**src/verilog/rsc_pkg.sv**
```systemverilog
// Summary of operation
// - The program runs only with power present and no designated stop or reset input active, and starts only with the start relay set.
// - A host start command sets the start relay and a host stop command clears it.
// - While a stop input is designated, changing the start relay never stops the program and starts it only from the idle state after power-up.
// - The start relay is retained across power loss and restored at power-up while the backup store is valid.
// - If the backup failed, the start relay is cleared at power-up, as reset clears the backup-error selection before it is read.
// - Applying power starts operation and removing it stops operation when the other conditions allow.
// - Any input terminal can be chosen by configuration as the stop input or as the reset input.
// - Releasing stop or reset while the start relay is clear leaves the device stopped.
// - Stop and reset inputs never change the start relay.
// - Stop or reset asserted while running halts the program and turns every output off.
// - When stop and reset are both active, reset behaviour wins.
// - When stopped, outputs are forced off and all data devices keep their values.
// - While reset is active, outputs are off, relays, counters, registers and timers clear, special devices stay.
// - On restart after a stop, clearable devices clear, timers reload their presets, outputs and kept devices stay.
package rsc_pkg;

  // Register offsets (byte addresses)
  localparam logic [3:0] RSC_ADDR_CTRL   = 4'h0;
  localparam logic [3:0] RSC_ADDR_CONFIG = 4'h4;
  localparam logic [3:0] RSC_ADDR_STATUS = 4'h8;

  // Control register bits
  localparam int RSC_CTRL_START_BIT = 0;
  localparam int RSC_CTRL_STOP_BIT  = 1;

  // Config register fields
  localparam int RSC_CFG_STOP_EN_BIT  = 0;
  localparam int RSC_CFG_RESET_EN_BIT = 1;
  localparam int RSC_CFG_BKERR_BIT    = 2;
  localparam int RSC_CFG_STOP_SEL_LSB = 8;
  localparam int RSC_CFG_RST_SEL_LSB  = 16;
  localparam int RSC_SEL_W            = 5;

  // Status register bits
  localparam int RSC_ST_RUN_BIT     = 0;
  localparam int RSC_ST_RELAY_BIT   = 1;
  localparam int RSC_ST_RESET_BIT   = 2;
  localparam int RSC_ST_STOP_BIT    = 3;
  localparam int RSC_ST_POWER_BIT   = 4;

  localparam logic [31:0] RSC_ZERO32 = 32'h0000_0000;

  // Run state
  typedef enum logic [1:0] {
    RSC_ST_IDLE    = 2'b00,
    RSC_ST_RUNNING = 2'b01,
    RSC_ST_STOPPED = 2'b10,
    RSC_ST_RESET   = 2'b11
  } rsc_mode_e;

  // Wishbone request bundle
  typedef struct packed {
    logic        cyc;
    logic        stb;
    logic        we;
    logic [3:0]  adr;
    logic [3:0]  sel;
    logic [31:0] dat;
  } rsc_wb_req_s;

  // Device control strobes towards the program engine
  typedef struct packed {
    logic run;
    logic outputs_off;
    logic clear_all;
    logic clear_clearable;
    logic timer_preset;
  } rsc_ctl_s;

endpackage : rsc_pkg

```
**src/verilog/rsc_run_stop_control.sv**
```systemverilog
// Register access over Wishbone and the address map were chosen for this implementation.
`timescale 1ns/1ps
module rsc_run_stop_control #(
  parameter int N_INPUTS = 32                           // Number of input terminals
) (
  input  wire logic                  clk_i,             // Scan clock, 40 MHz
  input  wire logic                  rst_i,             // Power-up reset, sync high
  input  wire rsc_pkg::rsc_wb_req_s  wb_req_i,          // Wishbone request
  output logic [31:0]                wb_dat_o,          // Wishbone read data
  output logic                       wb_ack_o,          // Wishbone ack
  input  wire logic                  power_ok_i,        // Supply present (async)
  input  wire logic [N_INPUTS-1:0]   field_in_i,        // Input terminals (async)
  input  wire logic                  scan_tick_i,       // Scan boundary pulse
  input  wire logic                  retained_relay_i,  // Relay value in backup store
  input  wire logic                  backup_ok_i,       // Backup store valid
  output logic                       relay_store_o,     // Relay value to backup store
  output rsc_pkg::rsc_ctl_s          ctl_o              // Program engine control
);
  import rsc_pkg::*;

  typedef struct packed {
    logic [1:0]          pwr_sync;
    logic [N_INPUTS-1:0] in_s1;
    logic [N_INPUTS-1:0] in_s2;
    logic                relay;
    logic                loaded;
    logic                cfg_stop_en;
    logic                cfg_reset_en;
    logic                cfg_bkerr_run;
    logic [RSC_SEL_W-1:0] stop_sel;
    logic [RSC_SEL_W-1:0] rst_sel;
    rsc_mode_e           mode;
    logic                run_eff;
    logic                halt_prev;
    rsc_ctl_s            ctl;
    logic                ack;
    logic [31:0]         rdat;
  } rsc_state_s;

  rsc_state_s st_reg;
  rsc_state_s st_next;

  logic power_s;
  logic stop_act;
  logic reset_act;
  logic run_cond;
  logic wb_hit;

  // Synchronised levels and selected terminals
  assign power_s   = st_reg.pwr_sync[1];
  assign stop_act  = st_reg.cfg_stop_en  & st_reg.in_s2[st_reg.stop_sel];
  assign reset_act = st_reg.cfg_reset_en & st_reg.in_s2[st_reg.rst_sel];
  assign run_cond  = power_s & st_reg.relay & ~stop_act & ~reset_act;
  assign wb_hit    = wb_req_i.cyc & wb_req_i.stb & ~st_reg.ack;

  // Next-state logic
  always_comb begin
    st_next = st_reg;
    st_next.pwr_sync = {st_reg.pwr_sync[0], power_ok_i};
    st_next.in_s1    = field_in_i;
    st_next.in_s2    = st_reg.in_s1;
    st_next.ack      = wb_hit;
    st_next.ctl.clear_clearable = 1'b0;
    st_next.ctl.timer_preset    = 1'b0;

    // Relay load after power-up from store or backup-error selection
    if (!st_reg.loaded) begin
      st_next.loaded = 1'b1;
      st_next.relay  = backup_ok_i ? retained_relay_i : st_reg.cfg_bkerr_run;
    end

    // Register access; only host commands touch the relay
    if (wb_hit && wb_req_i.we) begin
      case (wb_req_i.adr)
        RSC_ADDR_CTRL: begin
          if (wb_req_i.sel[0]) begin
            if (wb_req_i.dat[RSC_CTRL_STOP_BIT]) begin
              st_next.relay = 1'b0;
            end else if (wb_req_i.dat[RSC_CTRL_START_BIT]) begin
              st_next.relay = 1'b1;
            end
          end
        end
        RSC_ADDR_CONFIG: begin
          if (wb_req_i.sel[0]) begin
            st_next.cfg_stop_en   = wb_req_i.dat[RSC_CFG_STOP_EN_BIT];
            st_next.cfg_reset_en  = wb_req_i.dat[RSC_CFG_RESET_EN_BIT];
            st_next.cfg_bkerr_run = wb_req_i.dat[RSC_CFG_BKERR_BIT];
          end
          if (wb_req_i.sel[1]) begin
            st_next.stop_sel = wb_req_i.dat[RSC_CFG_STOP_SEL_LSB +: RSC_SEL_W];
          end
          if (wb_req_i.sel[2]) begin
            st_next.rst_sel = wb_req_i.dat[RSC_CFG_RST_SEL_LSB +: RSC_SEL_W];
          end
        end
        default: begin
        end
      endcase
    end

    // Read data
    st_next.rdat = RSC_ZERO32;
    if (wb_hit && !wb_req_i.we) begin
      case (wb_req_i.adr)
        RSC_ADDR_CTRL: begin
          st_next.rdat[RSC_CTRL_START_BIT] = st_reg.relay;
        end
        RSC_ADDR_CONFIG: begin
          st_next.rdat[RSC_CFG_STOP_EN_BIT]  = st_reg.cfg_stop_en;
          st_next.rdat[RSC_CFG_RESET_EN_BIT] = st_reg.cfg_reset_en;
          st_next.rdat[RSC_CFG_BKERR_BIT]    = st_reg.cfg_bkerr_run;
          st_next.rdat[RSC_CFG_STOP_SEL_LSB +: RSC_SEL_W] = st_reg.stop_sel;
          st_next.rdat[RSC_CFG_RST_SEL_LSB +: RSC_SEL_W]  = st_reg.rst_sel;
        end
        RSC_ADDR_STATUS: begin
          st_next.rdat[RSC_ST_RUN_BIT]   = st_reg.ctl.run;
          st_next.rdat[RSC_ST_RELAY_BIT] = st_reg.relay;
          st_next.rdat[RSC_ST_RESET_BIT] = reset_act;
          st_next.rdat[RSC_ST_STOP_BIT]  = stop_act;
          st_next.rdat[RSC_ST_POWER_BIT] = power_s;
        end
        default: begin
          st_next.rdat = RSC_ZERO32;
        end
      endcase
    end

    // Scan-boundary evaluation of the run state
    if (scan_tick_i && st_reg.loaded) begin
      // Remember whether power, stop or reset held the program back at this scan
      st_next.halt_prev = ~power_s | stop_act | reset_act;
      // Relay changes count only when no stop input is designated or the block is still idle
      if (!st_reg.cfg_stop_en) begin
        st_next.run_eff = run_cond;
      end else begin
        // A running program ignores relay clears; a stopped one restarts only when a halt cause goes away
        if (st_reg.run_eff) begin
          st_next.run_eff = power_s & ~stop_act & ~reset_act;
        end else if (st_reg.mode == RSC_ST_IDLE) begin
          st_next.run_eff = run_cond;
        end else begin
          st_next.run_eff = run_cond & st_reg.halt_prev;
        end
      end
      if (reset_act) begin
        st_next.mode = RSC_ST_RESET;
      end else if (st_next.run_eff) begin
        st_next.mode = RSC_ST_RUNNING;
        if (st_reg.mode == RSC_ST_STOPPED || st_reg.mode == RSC_ST_IDLE) begin
          st_next.ctl.clear_clearable = 1'b1;
          st_next.ctl.timer_preset    = 1'b1;
        end
      end else begin
        case (st_reg.mode)
          RSC_ST_IDLE:    st_next.mode = RSC_ST_IDLE;
          RSC_ST_RUNNING: st_next.mode = RSC_ST_STOPPED;
          RSC_ST_RESET:   st_next.mode = RSC_ST_STOPPED;
          RSC_ST_STOPPED: st_next.mode = RSC_ST_STOPPED;
          default:        st_next.mode = RSC_ST_STOPPED;
        endcase
      end
      st_next.ctl.run         = (st_next.mode == RSC_ST_RUNNING);
      st_next.ctl.outputs_off = (st_next.mode != RSC_ST_RUNNING);
      st_next.ctl.clear_all   = (st_next.mode == RSC_ST_RESET);
    end
  end

  // State register
  always_ff @(posedge clk_i) begin
    if (rst_i) begin
      st_reg <= '0;
      st_reg.mode <= RSC_ST_IDLE;
      st_reg.ctl.outputs_off <= 1'b1;
    end else begin
      st_reg <= st_next;
    end
  end

  // Outputs from flip-flops; ack is the registered strobe
  assign wb_dat_o      = st_reg.rdat;
  assign wb_ack_o      = st_reg.ack;
  assign relay_store_o = st_reg.relay;
  assign ctl_o         = st_reg.ctl;

endmodule : rsc_run_stop_control

```
**config.mk**
```make
export PLATFORM = sky130hd
export DESIGN_NAME = rsc_run_stop_control
export DESIGN_NICKNAME = d
export VERILOG_FILES = /design/src/verilog/rsc_pkg.sv /design/src/verilog/rsc_run_stop_control.sv
export SDC_FILE = /design/constraint.sdc
export NUM_CORES = 1
export LEC_CHECK = 0
export ABC_AREA = 1
export BUFFER_PORTS_ARGS = -buffer_cell sky130_fd_sc_hd__buf_2
export CAP_MARGIN = 20
export CORE_MARGIN = 2
export CORE_UTILIZATION = 45
export CTS_CLUSTER_DIAMETER = 60
export CTS_CLUSTER_SIZE = 25
export DETAILED_ROUTE_END_ITERATION = 12
export PLACE_DENSITY = 0.83
export SLEW_MARGIN = 20
export SYNTH_ARGS = -nofsm -noshare
export SYNTH_HDL_FRONTEND = slang
export SYNTH_SLANG_ARGS = --single-unit
```
**constraint.sdc**
```tcl
create_clock -name clk_i -period 1.44 [get_ports clk_i]
set_clock_uncertainty 0.1 [all_clocks]
set_input_delay 0.288 -clock clk_i [delete_from_list [all_inputs] [get_ports clk_i]]
set_output_delay 0.288 -clock clk_i [all_outputs]
set_load 0.05 [all_outputs]
```
# After elaboration in Yosys (flattened, before gate mapping)
# Index checks and enable logic that the tools add are counted.
[word_totals] register_bits=123 in_bits=81 out_inout_bits=39 word_cells=91
[classes] order_cmp=2 eq_ne=8 mux=22 bitwise=21 reduce_logical=15
[op_table] operator="5-bit by 6-bit less-than comparator with 1-bit output, second input constant" n=2
[op_table] operator="1-bit two-way mux" n=12
[op_table] operator="1-bit AND" n=10
[op_table] operator="1-bit binary-select mux with 5-bit select" n=2
[op_table] operator="2-bit two-way mux" n=5
[op_table] operator="1-bit inverter" n=9
[op_table] operator="3-bit AND reduction" n=3
[op_table] operator="3-bit OR reduction" n=3
[op_table] operator="2-bit one-hot mux with 2 select lines" n=2
[op_table] operator="2-bit equality test, second input constant" n=3
[op_table] operator="2-bit by 1-bit equality test with 1-bit output, second input constant" n=2
[op_table] operator="4-bit by 3-bit equality test with 1-bit output, second input constant" n=1
[op_table] operator="4-bit equality test, second input constant" n=1
[op_table] operator="4-bit zero test" n=1
[op_table] operator="4-bit OR reduction" n=1
[op_table] operator="1-bit logical AND" n=3
[op_table] operator="1-bit one-hot mux with 3 select lines" n=1
[op_table] operator="2-bit zero test" n=1
[op_table] operator="2-bit by 1-bit != test with 1-bit output, second input constant" n=1
[op_table] operator="1-bit OR" n=2
[op_table] operator="2-bit OR reduction" n=1
[op_table] operator="1-bit zero test" n=1
[op_table] operator="1-bit logical OR" n=1

# Longest topological paths before layout
[logic_depth] word_depth=15 depth_mapped=14 ltp_nobuf=12

# Least setup slack after synthesis
# Ideal clock, no wire load.
[synth_timing] path_type="register to register" start="register st_reg[42] in the netlist's numbering" end="register st_reg[40] in the netlist's numbering" setup_time_ns=0.130 t_arrival_ns=1.318 required_ns=1.210 slack_ns=-0.108 path_stages_with_launch=14 n_path_buf=2 period_less_slack_ns=1.548 cell_sequence="dfxtp_1 > buf_6 > inv_4 > buf_6 > nand2_1 > nand3_1 > nand3_1 > nand2_1 > nand2_1 > nand3_2 > nand3_4 > nor2_1 > a21oi_1 > a21oi_2"
[synth_between] elab_chain_cells=13 word_cells_on_any_way=14 cone_classes="mux (9); bitwise (5)"
[synth_rtl] element="from (decl)" line="rsc_run_stop_control.sv:40" source="rsc_state_s st_reg;"
[synth_rtl] element="from (signal assigned)" line="rsc_run_stop_control.sv:176" source="st_reg <= st_next;"
[synth_rtl] element="1-bit binary-select mux with 5-bit select (*)" line="rsc_run_stop_control.sv:52" source="assign reset_act = st_reg.cfg_reset_en & st_reg.in_s2[st_reg.rst_sel];"
[synth_rtl] element="1-bit two-way mux (implied by the code) (*)" line="rsc_run_stop_control.sv:52"
[synth_rtl] element="1-bit AND (*)" line="rsc_run_stop_control.sv:52"
[synth_rtl] element="1-bit inverter" line="rsc_run_stop_control.sv:53, rsc_run_stop_control.sv:139"
[synth_rtl] element="1-bit AND" line="rsc_run_stop_control.sv:53" source="assign run_cond = power_s & st_reg.relay & ~stop_act & ~reset_act;"
[synth_rtl] element="1-bit AND" line="rsc_run_stop_control.sv:143" source="st_next.run_eff = run_cond & st_reg.halt_prev;"
[synth_rtl] element="1-bit two-way mux" line="rsc_run_stop_control.sv:140" source="end else if (st_reg.mode == RSC_ST_IDLE) begin"
[synth_rtl] element="1-bit two-way mux" line="rsc_run_stop_control.sv:138" source="if (st_reg.run_eff) begin"
[synth_rtl] element="1-bit two-way mux" line="rsc_run_stop_control.sv:134" source="if (!st_reg.cfg_stop_en) begin"
[synth_rtl] element="1-bit two-way mux" line="rsc_run_stop_control.sv:130" source="if (scan_tick_i && st_reg.loaded) begin"
[synth_rtl] element="2-bit two-way mux" line="rsc_run_stop_control.sv:148" source="end else if (st_next.run_eff) begin"
[synth_rtl] element="2-bit two-way mux (*)" line="rsc_run_stop_control.sv:146" source="if (reset_act) begin"
[synth_rtl] element="2-bit two-way mux (*)" line="rsc_run_stop_control.sv:130"
# Mark *: on every way between the ends. The rest lies on a longest branch, timed or not. The select of a mux whose other input is x is not followed.
# A chain may end at the register's enable or synchronous reset.

# Worst setup path after layout
[layout_timing] start="register st_reg[47] in the netlist's numbering" end="register st_reg, in the netlist ctl_o[1]"
[layout_between] elab_chain_cells=13 word_cells_on_any_way=15 cone_classes="mux (6); bitwise (8); reduce/logical (1)"
[layout_rtl] element="1-bit binary-select mux with 5-bit select (*)" line="rsc_run_stop_control.sv:51" source="assign stop_act = st_reg.cfg_stop_en & st_reg.in_s2[st_reg.stop_sel];"
[layout_rtl] element="1-bit two-way mux (implied by the code) (*)" line="rsc_run_stop_control.sv:51"
[layout_rtl] element="1-bit AND (*)" line="rsc_run_stop_control.sv:51"
[layout_rtl] element="1-bit inverter (*)" line="rsc_run_stop_control.sv:53, rsc_run_stop_control.sv:139"
[layout_rtl] element="1-bit AND (2 in a row)" line="rsc_run_stop_control.sv:53"
[layout_rtl] element="1-bit AND" line="rsc_run_stop_control.sv:143"
[layout_rtl] element="1-bit two-way mux" line="rsc_run_stop_control.sv:140"
[layout_rtl] element="1-bit two-way mux" line="rsc_run_stop_control.sv:138"
[layout_rtl] element="1-bit two-way mux (*)" line="rsc_run_stop_control.sv:134"
[layout_rtl] element="1-bit two-way mux (*)" line="rsc_run_stop_control.sv:130"
[layout_rtl] element="1-bit inverter (no source line) (*)"
[layout_rtl] element="4-bit OR reduction (no source line) (*)"
# Marks and branches as above.

==> results.ini <==
[status]
status = finished with violations
violations = setup timing

[synth]
synth_cells = 554
syn_area_um2 = 4190
ys_seq_elements = 105
yosysWarnings = 0
syn_area_per_cell_um2 = 7.564
synth_cell_types = 29
seq_area_frac_synth = 0.5016

[critical_path]
r2r_start = st_reg[47]$_SDFFE_PP0P_
critPathKind = flip-flop to flip-flop
crit_chain = buf_6, nand2_2, nand3_2, nand3_1, nand2_1, nand2_1, nand3_2, nand3_4, nand2_2, inv_2, nand4_1, nor3_2
startpoint_type = flip-flop
end_kind = flip-flop
slowest_stage = dfxtp_4
worstPathMaxFanout = 5
worstPathArrival_ns = 1.90
cpPeakStageDelay_ns = 0.39
startpoint = st_reg[47]$_SDFFE_PP0P_
crit_required_ns = 1.63

[grt]
grt_start_max_net_pins = 71
grt_pass1_vias = 3142
track_usage = 0.1638
grt_pass1_wl_um = 13150
antenna_found_initial = 0
grt_remaining_overflow = 0

[floorplanning]
die_h_um = 100.5
num_rows = 35
die-area_um2 = 10100
start_util = 0.4578
core_area_um2 = 9153
pin_count = 120
dieWidth_um = 100.5

[clocking]
cts_tree = built
numCtsBuffers = 9
ctsHtreeMaxLevel = 3
cts_sinks = 105
cts_root_buffer = clkbuf_8
clk_latency_ns = 0.36
clockBufferDepth = 2
clk_pin_slew_worst_paths_ns = 0.10

[drt]
routed_wl_um = 8402
vias = 3474
drt.antenna.violating_nets = 0
wl_per_cell_um = 11.01
dr.pass1.iters = 5
drc = 0
vias_per_cell = 4.553
drt_iter0_markers = 174

[pwr]
peakVddDrop_uv = 531.1
power_density_nw_per_um2 = 1047
power_uw = 5405
p_leak_uw = 0.002473

[placed_design]
placed_area_um2 = 4681
place_congestion = 0.8157
dp_slack_ns = -0.2201
dp_hpwl_um = 6098
port_buffers = 82

[timing]
max_freq_mhz = 584.1
finalSetupTns_ns = -2.023
min_period_ns = 1.712
drv_slew = 0
setup_viol = 10
finalHoldViolCount = 0
hold_slack_ns = 0.02611
rsz0062_at_grt = true
finalWorstSetupSlack_ns = -0.2720
period_share = 1.189

[final_layout]
layout-drive-gt1-share = 0.3067
diodes = 0
fin_nets = 728
fin_area_um2 = 5160
area_growth_pct = 23.14
final_common_cell = dfxtp_1
layout_common_cells = dfxtp_1, nor2_1, inv_1
n_fill_cell = 835
largest_reg_flops = 50

[worst_hold_path]
hold_path.class = input pin to flip-flop
min_from = field_in_i[29]

[run]
cap_violations = 0

[metrics by stage]
step | instances | util
2_1_floorplan | 570 | -
3_3_place_gp | 740 | 0.5114
3_5_place_dp | 740 | 0.5114
4_1_cts | 761 | 0.5437
5_1_grt | 763 | 0.5638
6_report | 763 | 0.5638
[cell type report]
type                            count  area (um2)  share of cell area
Clock buffer                       11       131.4             0.02546
Clock inverter                      5       80.08             0.01552
Inverter                           92       360.3             0.06984
Multi-Input combinational cell    318        1584              0.3070
Sequential cell                   105        2112              0.4093
Tap cell                          111       138.9             0.02692
Timing Repair Buffer              121       753.2              0.1460
[what timing repair did]
item	CTS	global route
setup endpoints to repair	12	31
gates resized for setup	13	51
pin swaps	2	17
setup buffers	3	2
cloned	1	0
hold endpoints to repair	1	0
hold buffers	1	0
[Yosys cell counts, drive strengths merged]
library cell	count	area, um2
dfxtp	105	2102
nand2	104	395.4
nor2	93	349.1
inv	92	352.8
nand3	58	327.8
buf	48	370.3
a21oi	18	97.60
o21ai	16	80.08
clkbuf	7	26.28
nor3	4	25.02
a31oi	2	12.51
nand4	2	18.77
o22ai	2	12.51
a211oi	1	7.510
a311oi	1	8.760
conb	1	3.750
[worst max-delay path: cells and delay by family (launching register included)]
family        cells  cell delay [ns]
flops             1             0.39
simple gates     10             0.94
buf+inv           2             0.21
[path summary, 6_finish.rpt]
check / to / slack [ns] / depth (start not counted)
worst max-delay path: ctl_o[1]$_SDFF_PP0_ / -0.27 / 12
worst min-delay path: st_next[86]$_SDFF_PP0_ / 0.03 / 3
worst max register to register: ctl_o[1]$_SDFF_PP0_ / -0.27 / 12
worst min register to register: st_reg[73]$_SDFF_PP0_ / 0.30 / 2
[power by group]
group | internal [uW] | switching, uW
Combinational | 158 | 299
Clock | 978 | 927
Sequential | 3000 | 46.1
Total | 4130 | 1270
[cell families after synthesis]
family          after synthesis  share of synthesized area
simple gates                261                     0.2663
buf+inv                     147                     0.1789
flops                       105                     0.5016
compound gates               40                    0.05226
other cells                   1                  0.0008949
[per-layer routing]
metal,track usage,part of all wire,vias to the layer above
met5,0,0,-
met4,0.08957,0.024,0
met3,0.03259,0.054,17
met2,0.2824,0.49,113
met1,0.1909,0.43,1537
li1,-,-,1807
Note: power is estimated with default switching activity, not from simulation.
